[config.mk]
export PLATFORM = sky130hd
export DESIGN_NAME = tmc_main_regs
export DESIGN_NICKNAME = d
export VERILOG_FILES = /design/src/logic/tmc_pkg.sv /design/src/logic/tmc_main_regs.sv
export SDC_FILE = /design/constraint.sdc
export NUM_CORES = 1
export LEC_CHECK = 0
export BUFFER_PORTS_ARGS = -buffer_cell sky130_fd_sc_hd__buf_4
export CAP_MARGIN = 15
export CELL_PAD_IN_SITES_DETAIL_PLACEMENT = 1
export CELL_PAD_IN_SITES_GLOBAL_PLACEMENT = 2
export CORE_MARGIN = 5
export CORE_UTILIZATION = 28
export DETAILED_ROUTE_END_ITERATION = 7
export PLACE_DENSITY_LB_ADDON = 0.1
export SYNTH_ARGS = -nofsm -noshare
export SYNTH_HDL_FRONTEND = slang
export SYNTH_SLANG_ARGS = --single-unit
[constraint.sdc]
create_clock -name core_clk -period 1.95 [get_ports core_clk]
set_input_delay 0.0975 -clock core_clk [delete_from_list [all_inputs] [get_ports core_clk]]
set_output_delay 0.0975 -clock core_clk [all_outputs]
set_load 0.1 [all_outputs]
[src/logic/tmc_pkg.sv]
package tmc_pkg;
  // register offsets
  localparam logic [7:0] MAIN_CONTROL_ADDR = 8'h00;
  localparam logic [7:0] GENERAL_STATUS_ADDR = 8'h02;
  localparam logic [7:0] PER_INPUT_TOUCH_STATUS_ADDR = 8'h03;
  localparam logic [7:0] LAMP_DONE_STATUS_ADDR = 8'h04;
  localparam logic [7:0] PART_IDENT_ADDR = 8'hFD;
  localparam logic [7:0] MAKER_IDENT_ADDR = 8'hFE;
  localparam logic [7:0] SILICON_REVISION_ADDR = 8'hFF;

  // main control field positions
  localparam int GAIN_HI = 7;
  localparam int GAIN_LO = 6;
  localparam int LOW_POWER_BIT = 5;
  localparam int DEEP_SLEEP_BIT = 4;
  localparam int INT_BIT = 0;

  // general status field positions
  localparam int GS_LAMP_BIT = 4;
  localparam int GS_POWER_UP_BIT = 3;
  localparam int GS_MANY_BIT = 2;
  localparam int GS_PATTERN_BIT = 1;
  localparam int GS_TOUCH_BIT = 0;

  // widths and reset values
  localparam int NUM_INPUTS = 6;
  localparam int NUM_LAMPS = 2;
  localparam logic [7:0] REG_RESET = 8'h00;
  localparam logic [1:0] GAIN_RESET = 2'h0;
  localparam logic [5:0] ALL_INPUTS = 6'h3F;
  localparam logic [5:0] NO_INPUTS = 6'h00;

  // identification values, arbitrary
  localparam logic [7:0] PART_IDENT_VAL = 8'hA1;
  localparam logic [7:0] MAKER_IDENT_VAL = 8'hB2;
  localparam logic [7:0] SILICON_REVISION_VAL = 8'h01;

  // sensing gain codes
  typedef enum logic [1:0] {TMC_GAIN1, TMC_GAIN2, TMC_GAIN4, TMC_GAIN8} tmc_gain_e;
endpackage : tmc_pkg

[src/logic/tmc_main_regs.sv]
`timescale 1ns/100ps
// Functional notes
// reads of undefined register addresses return zero
// writes to undefined addresses change nothing
// reset loads every register with its default
// two-bit gain field selects gain 1,2,4,8 in all scanning modes
// low-power scan limits scanning to selected inputs; lamps keep behaving; here linked lamps follow only inputs in lowPowerSel
// inputs dropped by low-power scan flag one release, then stay untouched
// deep sleep stops scanning, idles lamps, stops pulse-width modulation
// wake pin driven high clears deep sleep
// interrupt flag set drives the active-low host interrupt pin
// touch on input without interrupt enable causes no interrupt action
// host writes zero to clear flag; pin, wake and ended status drop
// wake pin not driven while four-wire serial mode is used
// entering deep sleep clears all status and the interrupt flag
// lamp summary bit is OR of lamp-done bits
// power-up flag set after reset, raises interrupt, clears with it
// many-touch block flag reports suppression, never raises interrupt
// pattern flag raises interrupt only if enabled; holds until condition ends
// touch summary bit is OR of six per-input bits
// per-input bits 5..0 report touch on inputs 6..1
// per-input bit clears on flag clear only if touch ended; no re-interrupt
// input 1 may drive lamp 1, input 2 may drive lamp 2
// lamp-done bits set when host behaviour ends; ignored if linked
// writes to read-only status and ident registers are ignored
module tmc_main_regs (
  input wire logic core_clk,
  input wire logic rst,
  input wire logic regWrEn,
  input wire logic regRdEn,
  input wire logic [7:0] regAddr,
  input wire logic [7:0] regWrData,
  output logic [7:0] regRdData,
  input wire logic [tmc_pkg::NUM_INPUTS-1:0] touchRaw,
  input wire logic [tmc_pkg::NUM_INPUTS-1:0] touchIrqEn,
  input wire logic [tmc_pkg::NUM_INPUTS-1:0] lowPowerSel,
  input wire logic manyTouchBlock,
  input wire logic patternHit,
  input wire logic patternIrqEn,
  input wire logic resetPinQualified,
  input wire logic [tmc_pkg::NUM_LAMPS-1:0] lampDonePulse,
  input wire logic [tmc_pkg::NUM_LAMPS-1:0] lampLinked,
  input wire logic wakePinIn,
  input wire logic fourWirePin,
  output logic wakePinOut,
  output logic wakePinOe,
  output logic alertN,
  output tmc_pkg::tmc_gain_e sensGain,
  output logic [tmc_pkg::NUM_INPUTS-1:0] scanMask,
  output logic [tmc_pkg::NUM_INPUTS-1:0] touchRelease,
  output logic [tmc_pkg::NUM_LAMPS-1:0] lampLinkDrive,
  output logic lampIdle,
  output logic pwmHalt
);
  import tmc_pkg::*;

  //////////////////////////////////////////////////////////////////////////////
  // state

  typedef struct packed {
    logic wakeS1;
    logic wakeS2;
    logic fourS1;
    logic fourS2;
    tmc_gain_e gain;
    logic lowPower;
    logic lowPowerPrev;
    logic deepSleep;
    logic intFlag;
    logic [NUM_INPUTS-1:0] touchSt;
    logic [NUM_INPUTS-1:0] touchPrev;
    logic [NUM_INPUTS-1:0] dropPulse;
    logic porDone;
    logic powerUp;
    logic manySt;
    logic patternSt;
    logic patternPrev;
    logic [NUM_LAMPS-1:0] lampSt;
    logic wakeFlag;
    logic [1:0] driveHist;
    logic [7:0] rdData;
  } tmc_state_s;

  tmc_state_s state_r;
  tmc_state_s state_nxt;

  // decode and event terms
  logic wrMain;
  logic mapped;
  logic intClr;
  logic intSetAny;
  logic sleepEnter;
  logic wakeHigh;
  logic lowPowerRise;
  logic [NUM_INPUTS-1:0] liveMask;
  logic [NUM_INPUTS-1:0] effTouch;
  logic [NUM_INPUTS-1:0] newTouch;
  logic touchIrq;
  logic patternIrq;
  logic powerUpSet;
  logic [NUM_LAMPS-1:0] lampSet;
  logic [7:0] genStatus;

  //////////////////////////////////////////////////////////////////////////////
  // next-state logic

  always_comb begin
    state_nxt = state_r;
    // pin synchronisers
    state_nxt.wakeS1 = wakePinIn;
    state_nxt.wakeS2 = state_r.wakeS1;
    state_nxt.fourS1 = fourWirePin;
    state_nxt.fourS2 = state_r.fourS1;

    // address decode
    wrMain = regWrEn && (regAddr == MAIN_CONTROL_ADDR);
    mapped = (regAddr == MAIN_CONTROL_ADDR) || (regAddr == GENERAL_STATUS_ADDR) ||
             (regAddr == PER_INPUT_TOUCH_STATUS_ADDR) || (regAddr == LAMP_DONE_STATUS_ADDR) ||
             (regAddr == PART_IDENT_ADDR) || (regAddr == MAKER_IDENT_ADDR) ||
             (regAddr == SILICON_REVISION_ADDR);
    intClr = wrMain && !regWrData[INT_BIT];
    sleepEnter = wrMain && regWrData[DEEP_SLEEP_BIT] && !state_r.deepSleep;
    // own drive of the shared pin, and its echo through the synchroniser, is not a wake request
    state_nxt.driveHist = {state_r.driveHist[0], wakePinOe};
    wakeHigh = state_r.wakeS2 && !state_r.wakeFlag && (state_r.driveHist == 2'h0);

    // inputs still sampled in the current power state
    if (state_r.deepSleep) begin
      liveMask = NO_INPUTS;
    end else if (state_r.lowPower) begin
      liveMask = lowPowerSel;
    end else begin
      liveMask = ALL_INPUTS;
    end
    effTouch = touchRaw & liveMask;
    newTouch = effTouch & ~state_r.touchPrev;
    state_nxt.touchPrev = effTouch;

    // one release report for inputs dropped by low-power scan
    lowPowerRise = state_r.lowPower && !state_r.lowPowerPrev;
    state_nxt.lowPowerPrev = state_r.lowPower;
    state_nxt.dropPulse = lowPowerRise ? (state_r.touchPrev & ~lowPowerSel) : NO_INPUTS;

    // interrupt sources
    touchIrq = |(newTouch & touchIrqEn);
    patternIrq = patternHit && !state_r.patternPrev && patternIrqEn;
    powerUpSet = !state_r.porDone || resetPinQualified;
    intSetAny = touchIrq || patternIrq || powerUpSet;
    state_nxt.porDone = 1'b1;
    state_nxt.patternPrev = patternHit;

    // per-input status: set wins over clear, lasting touches stay
    state_nxt.touchSt = (intClr ? (state_r.touchSt & effTouch) : state_r.touchSt) | newTouch;

    // power-up flag
    state_nxt.powerUp = (intClr ? 1'b0 : state_r.powerUp) | powerUpSet;

    // many-touch flag follows blocking, no interrupt
    state_nxt.manySt = manyTouchBlock && !state_r.deepSleep;

    // pattern flag holds until condition gone and flag cleared
    if (patternHit) begin
      state_nxt.patternSt = 1'b1;
    end else if (intClr) begin
      state_nxt.patternSt = 1'b0;
    end

    // lamp-done bits ignored while linked
    lampSet = lampDonePulse & ~lampLinked;
    state_nxt.lampSt = (intClr ? {NUM_LAMPS{1'b0}} : state_r.lampSt) | lampSet;

    // wake output raised by touch during low-power scan
    state_nxt.wakeFlag = (intClr ? 1'b0 : state_r.wakeFlag) | (touchIrq && state_r.lowPower);

    // interrupt flag: host write of one sets, zero clears, events win
    if (intSetAny) begin
      state_nxt.intFlag = 1'b1;
    end else if (wrMain) begin
      state_nxt.intFlag = regWrData[INT_BIT];
    end

    // control fields
    if (wrMain) begin
      state_nxt.gain = tmc_gain_e'(regWrData[GAIN_HI:GAIN_LO]);
      state_nxt.lowPower = regWrData[LOW_POWER_BIT];
      state_nxt.deepSleep = regWrData[DEEP_SLEEP_BIT];
    end else if (wakeHigh && state_r.deepSleep) begin
      state_nxt.deepSleep = 1'b0;
    end

    // entering deep sleep wipes all status
    if (sleepEnter) begin
      state_nxt.touchSt = NO_INPUTS;
      state_nxt.powerUp = 1'b0;
      state_nxt.manySt = 1'b0;
      state_nxt.patternSt = 1'b0;
      state_nxt.lampSt = {NUM_LAMPS{1'b0}};
      state_nxt.wakeFlag = 1'b0;
      state_nxt.intFlag = 1'b0;
    end

    // general status summary
    genStatus = REG_RESET;
    genStatus[GS_LAMP_BIT] = |state_r.lampSt;
    genStatus[GS_POWER_UP_BIT] = state_r.powerUp;
    genStatus[GS_MANY_BIT] = state_r.manySt;
    genStatus[GS_PATTERN_BIT] = state_r.patternSt;
    genStatus[GS_TOUCH_BIT] = |state_r.touchSt;

    // registered read data, zero for undefined addresses
    if (regRdEn) begin
      unique case (regAddr)
        MAIN_CONTROL_ADDR: begin
          state_nxt.rdData = {state_r.gain, state_r.lowPower, state_r.deepSleep, 3'h0, state_r.intFlag};
        end
        GENERAL_STATUS_ADDR: begin
          state_nxt.rdData = genStatus;
        end
        PER_INPUT_TOUCH_STATUS_ADDR: begin
          state_nxt.rdData = {2'h0, state_r.touchSt};
        end
        LAMP_DONE_STATUS_ADDR: begin
          state_nxt.rdData = {6'h00, state_r.lampSt};
        end
        PART_IDENT_ADDR: begin
          state_nxt.rdData = PART_IDENT_VAL;
        end
        MAKER_IDENT_ADDR: begin
          state_nxt.rdData = MAKER_IDENT_VAL;
        end
        SILICON_REVISION_ADDR: begin
          state_nxt.rdData = SILICON_REVISION_VAL;
        end
        default: begin
          state_nxt.rdData = REG_RESET;
        end
      endcase
    end
  end

  //////////////////////////////////////////////////////////////////////////////
  // state register

  // all fields take their defaults on reset
  always_ff @(posedge core_clk or posedge rst) begin
    if (rst) begin
      state_r <= '0;
    end else begin
      state_r <= state_nxt;
    end
  end

  //////////////////////////////////////////////////////////////////////////////
  // outputs

  // host and sensing side outputs
  assign regRdData = state_r.rdData;
  assign alertN = !state_r.intFlag;
  assign sensGain = state_r.gain;
  assign scanMask = liveMask;
  assign touchRelease = state_r.dropPulse;
  assign lampIdle = state_r.deepSleep;
  assign pwmHalt = state_r.deepSleep;
  // linked lamps follow their inputs; in low-power scan only inputs in lowPowerSel
  assign lampLinkDrive = state_r.touchPrev[NUM_LAMPS-1:0] & lampLinked;
  // wake pin driven high only outside four-wire mode
  assign wakePinOut = 1'b1;
  assign wakePinOe = state_r.wakeFlag && !state_r.fourS2;
endmodule : tmc_main_regs

==> out/metrics.yaml <==
timing:
  layout_min_cycle_time_ns: 1.60
  final-setup-viol-count: 0
  clock.fmax_mhz: 626
  fin_crit_sh: 0.819
  maxSlewViolCount: 0
  finalSetupTns_ns: 0
  rsz0062_at_grt: "no"
  skew_ns: 0.0108
  worst_slack_ns: 0.352
  finalHoldViolations: 0
clock_tree:
  cts.sinks: 46
  htreeDepth: 2
  cts_max_path_buffers: 2
  path_clk_slew_ns: 0.09
  clk_latency_ns: 0.30
  cts.repair.resized: 0
  cts-root-buf: "clkbuf_8"
  cts_tree: "yes"
  postCtsSetupBuffers: 0
  cts_made_buffers: 5
  holdBufCountCts: 4
outcome:
  status: "finished clean"
place:
  gp_congestion: 0.727
  place.detailed.hpwl_um: 4780
  pre_cts_ws_ns: 0.280
  io_buffers: 72
pwr:
  ir_drop_mv: 0.404
  switching_share: 0.298
  p_seq_frac: 0.504
  pwr-share-comb: 0.195
  intPower_mw: 1.42
  pwr_density_cell_mw_per_mm2: 683
  switchingPower_mw: 0.603
  p_leak_nw: 1.37
  pwr-share-clk: 0.301
finish:
  fin_nets: 344
  drive_above_1_share: 0.354
  syn_to_final_growth_pct: 30.5
  final_cell_mix: "buf_4 (77), dfrtp_1 (45), inv_1 (20), nor2_1 (18), a21oi_1 (14)"
  layout_commonest_cell: "buf_4"
  antenna_cells: 0
job:
  max-cap-violations: 0
worst_setup_path:
  timing_worst_setup_path_type: "reg -> reg"
  cp.arrival_ns: 1.78
  setup.worst_path.start_class: "flop"
  r2r-end: "state_r[36]"
  regToRegSetupSlack_ns: 0.35
  r2r_cells: 5
  critPathMaxFanout: 8
  regToRegStartpoint: "state_nxt[38]"
  critPathCaptureType: "flop"
  worstPathRequired_ns: 2.13
  crit_start: "state_nxt[38]"
  critPathCapture: "state_r[36]"
drt:
  routed_wl_um: 6200
  dr.pass1.iters: 4
  via_count: 1849
  drt_iter0_markers: 69
  routedWlPerCell_um: 15.5
  postRouteAntennaNets: 0
  route.detailed.drc: 0
  routed_via_density: 4.63
yosys:
  ys.flop_type: "dfrtp_1"
  ys_warn_count: 0
  synth_edf_count: 0
  synthDistinctLibCells: 49
  seq_area_frac_synth: 0.507
  async_flop_share: 1.00
  ys_ff_latch: 46
  synth.cell_area_sq_mm: 0.00227
  avgSynthCellArea_sq_um: 9.79
  syn_inst: 232
floorplanning:
  die_y_um: 100
  rows: 32
  start_util: 0.291
  io_pins: 77
  dieArea_sq_mm: 0.0100
  coreArea_sq_mm: 0.00781
  die_x_um: 100
global_routing:
  antenna_found_initial: 0
  grt_max_degree: 47
  grtUsageTotal: 0.131
  grt_pass1_wl_um: 10500
  grt-ovfl-total: 0
  grt_pass1_vias: 2063
worst_hold_path:
  worst_hold_path_type: "in -> reg"
==> cells in the mapped netlist, drive strengths merged, types with 2 or more instances <==
master	instances	area share
a211oi	2	0.0088
a21oi	14	0.031
a31oi	4	0.011
a32oi	3	0.012
and2	8	0.022
and3	6	0.017
buf	23	0.073
clkbuf	3	0.0050
dfrtp	46	0.51
inv	21	0.035
mux2	6	0.030
nand2	10	0.017
nand2b	8	0.022
nand3	5	0.011
nand4	2	0.0055
nor2	19	0.033
nor2b	8	0.022
nor3	10	0.026
nor3b	3	0.0099
nor4	2	0.0083
o21ai	7	0.015
o22ai	4	0.014
or3	2	0.0077
or4b	2	0.0088
==> worst min path at each step <==
| stage | startpoint | endpoint | slack, ns | depth (start not counted) |
|---|---|---|---|---|
| after floorplan | fourWirePin | state_nxt[42] | 0.13 | 0 |
| after global placement | rst | regRdData[7] | 0.17 | 3 |
| after detailed placement | rst | regRdData[4] | 0.17 | 3 |
| after CTS | regWrData[7] | sensGain[1] | 0.02 | 2 |
| after global routing | regWrData[5] | state_nxt[38] | 0.01 | 2 |
| final | regWrData[5] | state_nxt[38] | 0.03 | 2 |
==> logic make-up after synthesis <==
family	Yosys count	synth area share
flip-flops	46	0.507
multiplexers	7	0.0342
other	1	0.00165
buffers and inverters	47	0.112
AND/OR/NAND/NOR	88	0.219
AO/OA/AOI/OAI	43	0.126
==> flip-flops by register name (all words and copies together), names as in the netlist <==
| name | cells |
|---|---|
| genStatus | 3 |
| lampIdle | 1 |
| regRdData | 8 |
| sensGain | 2 |
| state_nxt | 4 |
| state_r | 22 |
| touchRelease | 6 |
==> power groups by stage <==
stage               registers, mW  logic (mW)  clock network, mW
floorplan                    1.03       0.263                  0
global placement             1.04       0.392                  0
detailed placement           1.04       0.395                  0
CTS                          1.02       0.401              0.648
global route                 1.03       0.429              0.683
finish                       1.02       0.395              0.609
==> worst max-delay path, cell delays in order, from the launching register on <==
cell and delay [ns]:
dfrtp_1 0.53, nand2b_1 0.13, and3_1 0.24, a32oi_1 0.23, and3_1 0.25, a31oi_1 0.10
==> metrics by stage <==
| step | total power, mW | instances | util | instance area, sq um | hold slack [ns] |
|---|---|---|---|---|---|
| after floorplan | 1.29 | 233 | - | 2280 | 0.129 |
| after global placement | 1.43 | 387 | 0.362 | 2830 | 0.166 |
| after detailed placement | 1.43 | 387 | 0.362 | 2830 | 0.170 |
| after CTS | 2.07 | 399 | 0.379 | 2960 | 0.0224 |
| after global routing | 2.14 | 399 | 0.379 | 2960 | 0.0148 |
| final | 2.02 | 399 | 0.379 | 2960 | 0.0334 |
==> layout make-up <==
| class | count | area [sq um] |
|---|---|---|
| tap | 102 | 128 |
| inverter | 21 | 78.8 |
| clock inverter | 2 | 12.5 |
| sequential | 46 | 1150 |
| multi-input combinational | 140 | 871 |
| timing repair buffer | 82 | 638 |
| fill | 914 | 4840 |
| clock buffer | 6 | 82.6 |
==> metal layers <==
metal | routed length, um | part of all wire | GRT usage | vias up
li1 | - | - | - | 900
met1 | 2940 | 0.47 | 0.181 | 900
met2 | 2840 | 0.46 | 0.208 | 44
met3 | 372 | 0.060 | 0.0361 | 5
met4 | 49 | 0.0079 | 0.0280 | 0
met5 | 0 | 0 | 0 | -
No activity file was read; power rests on OpenSTA's default activity.
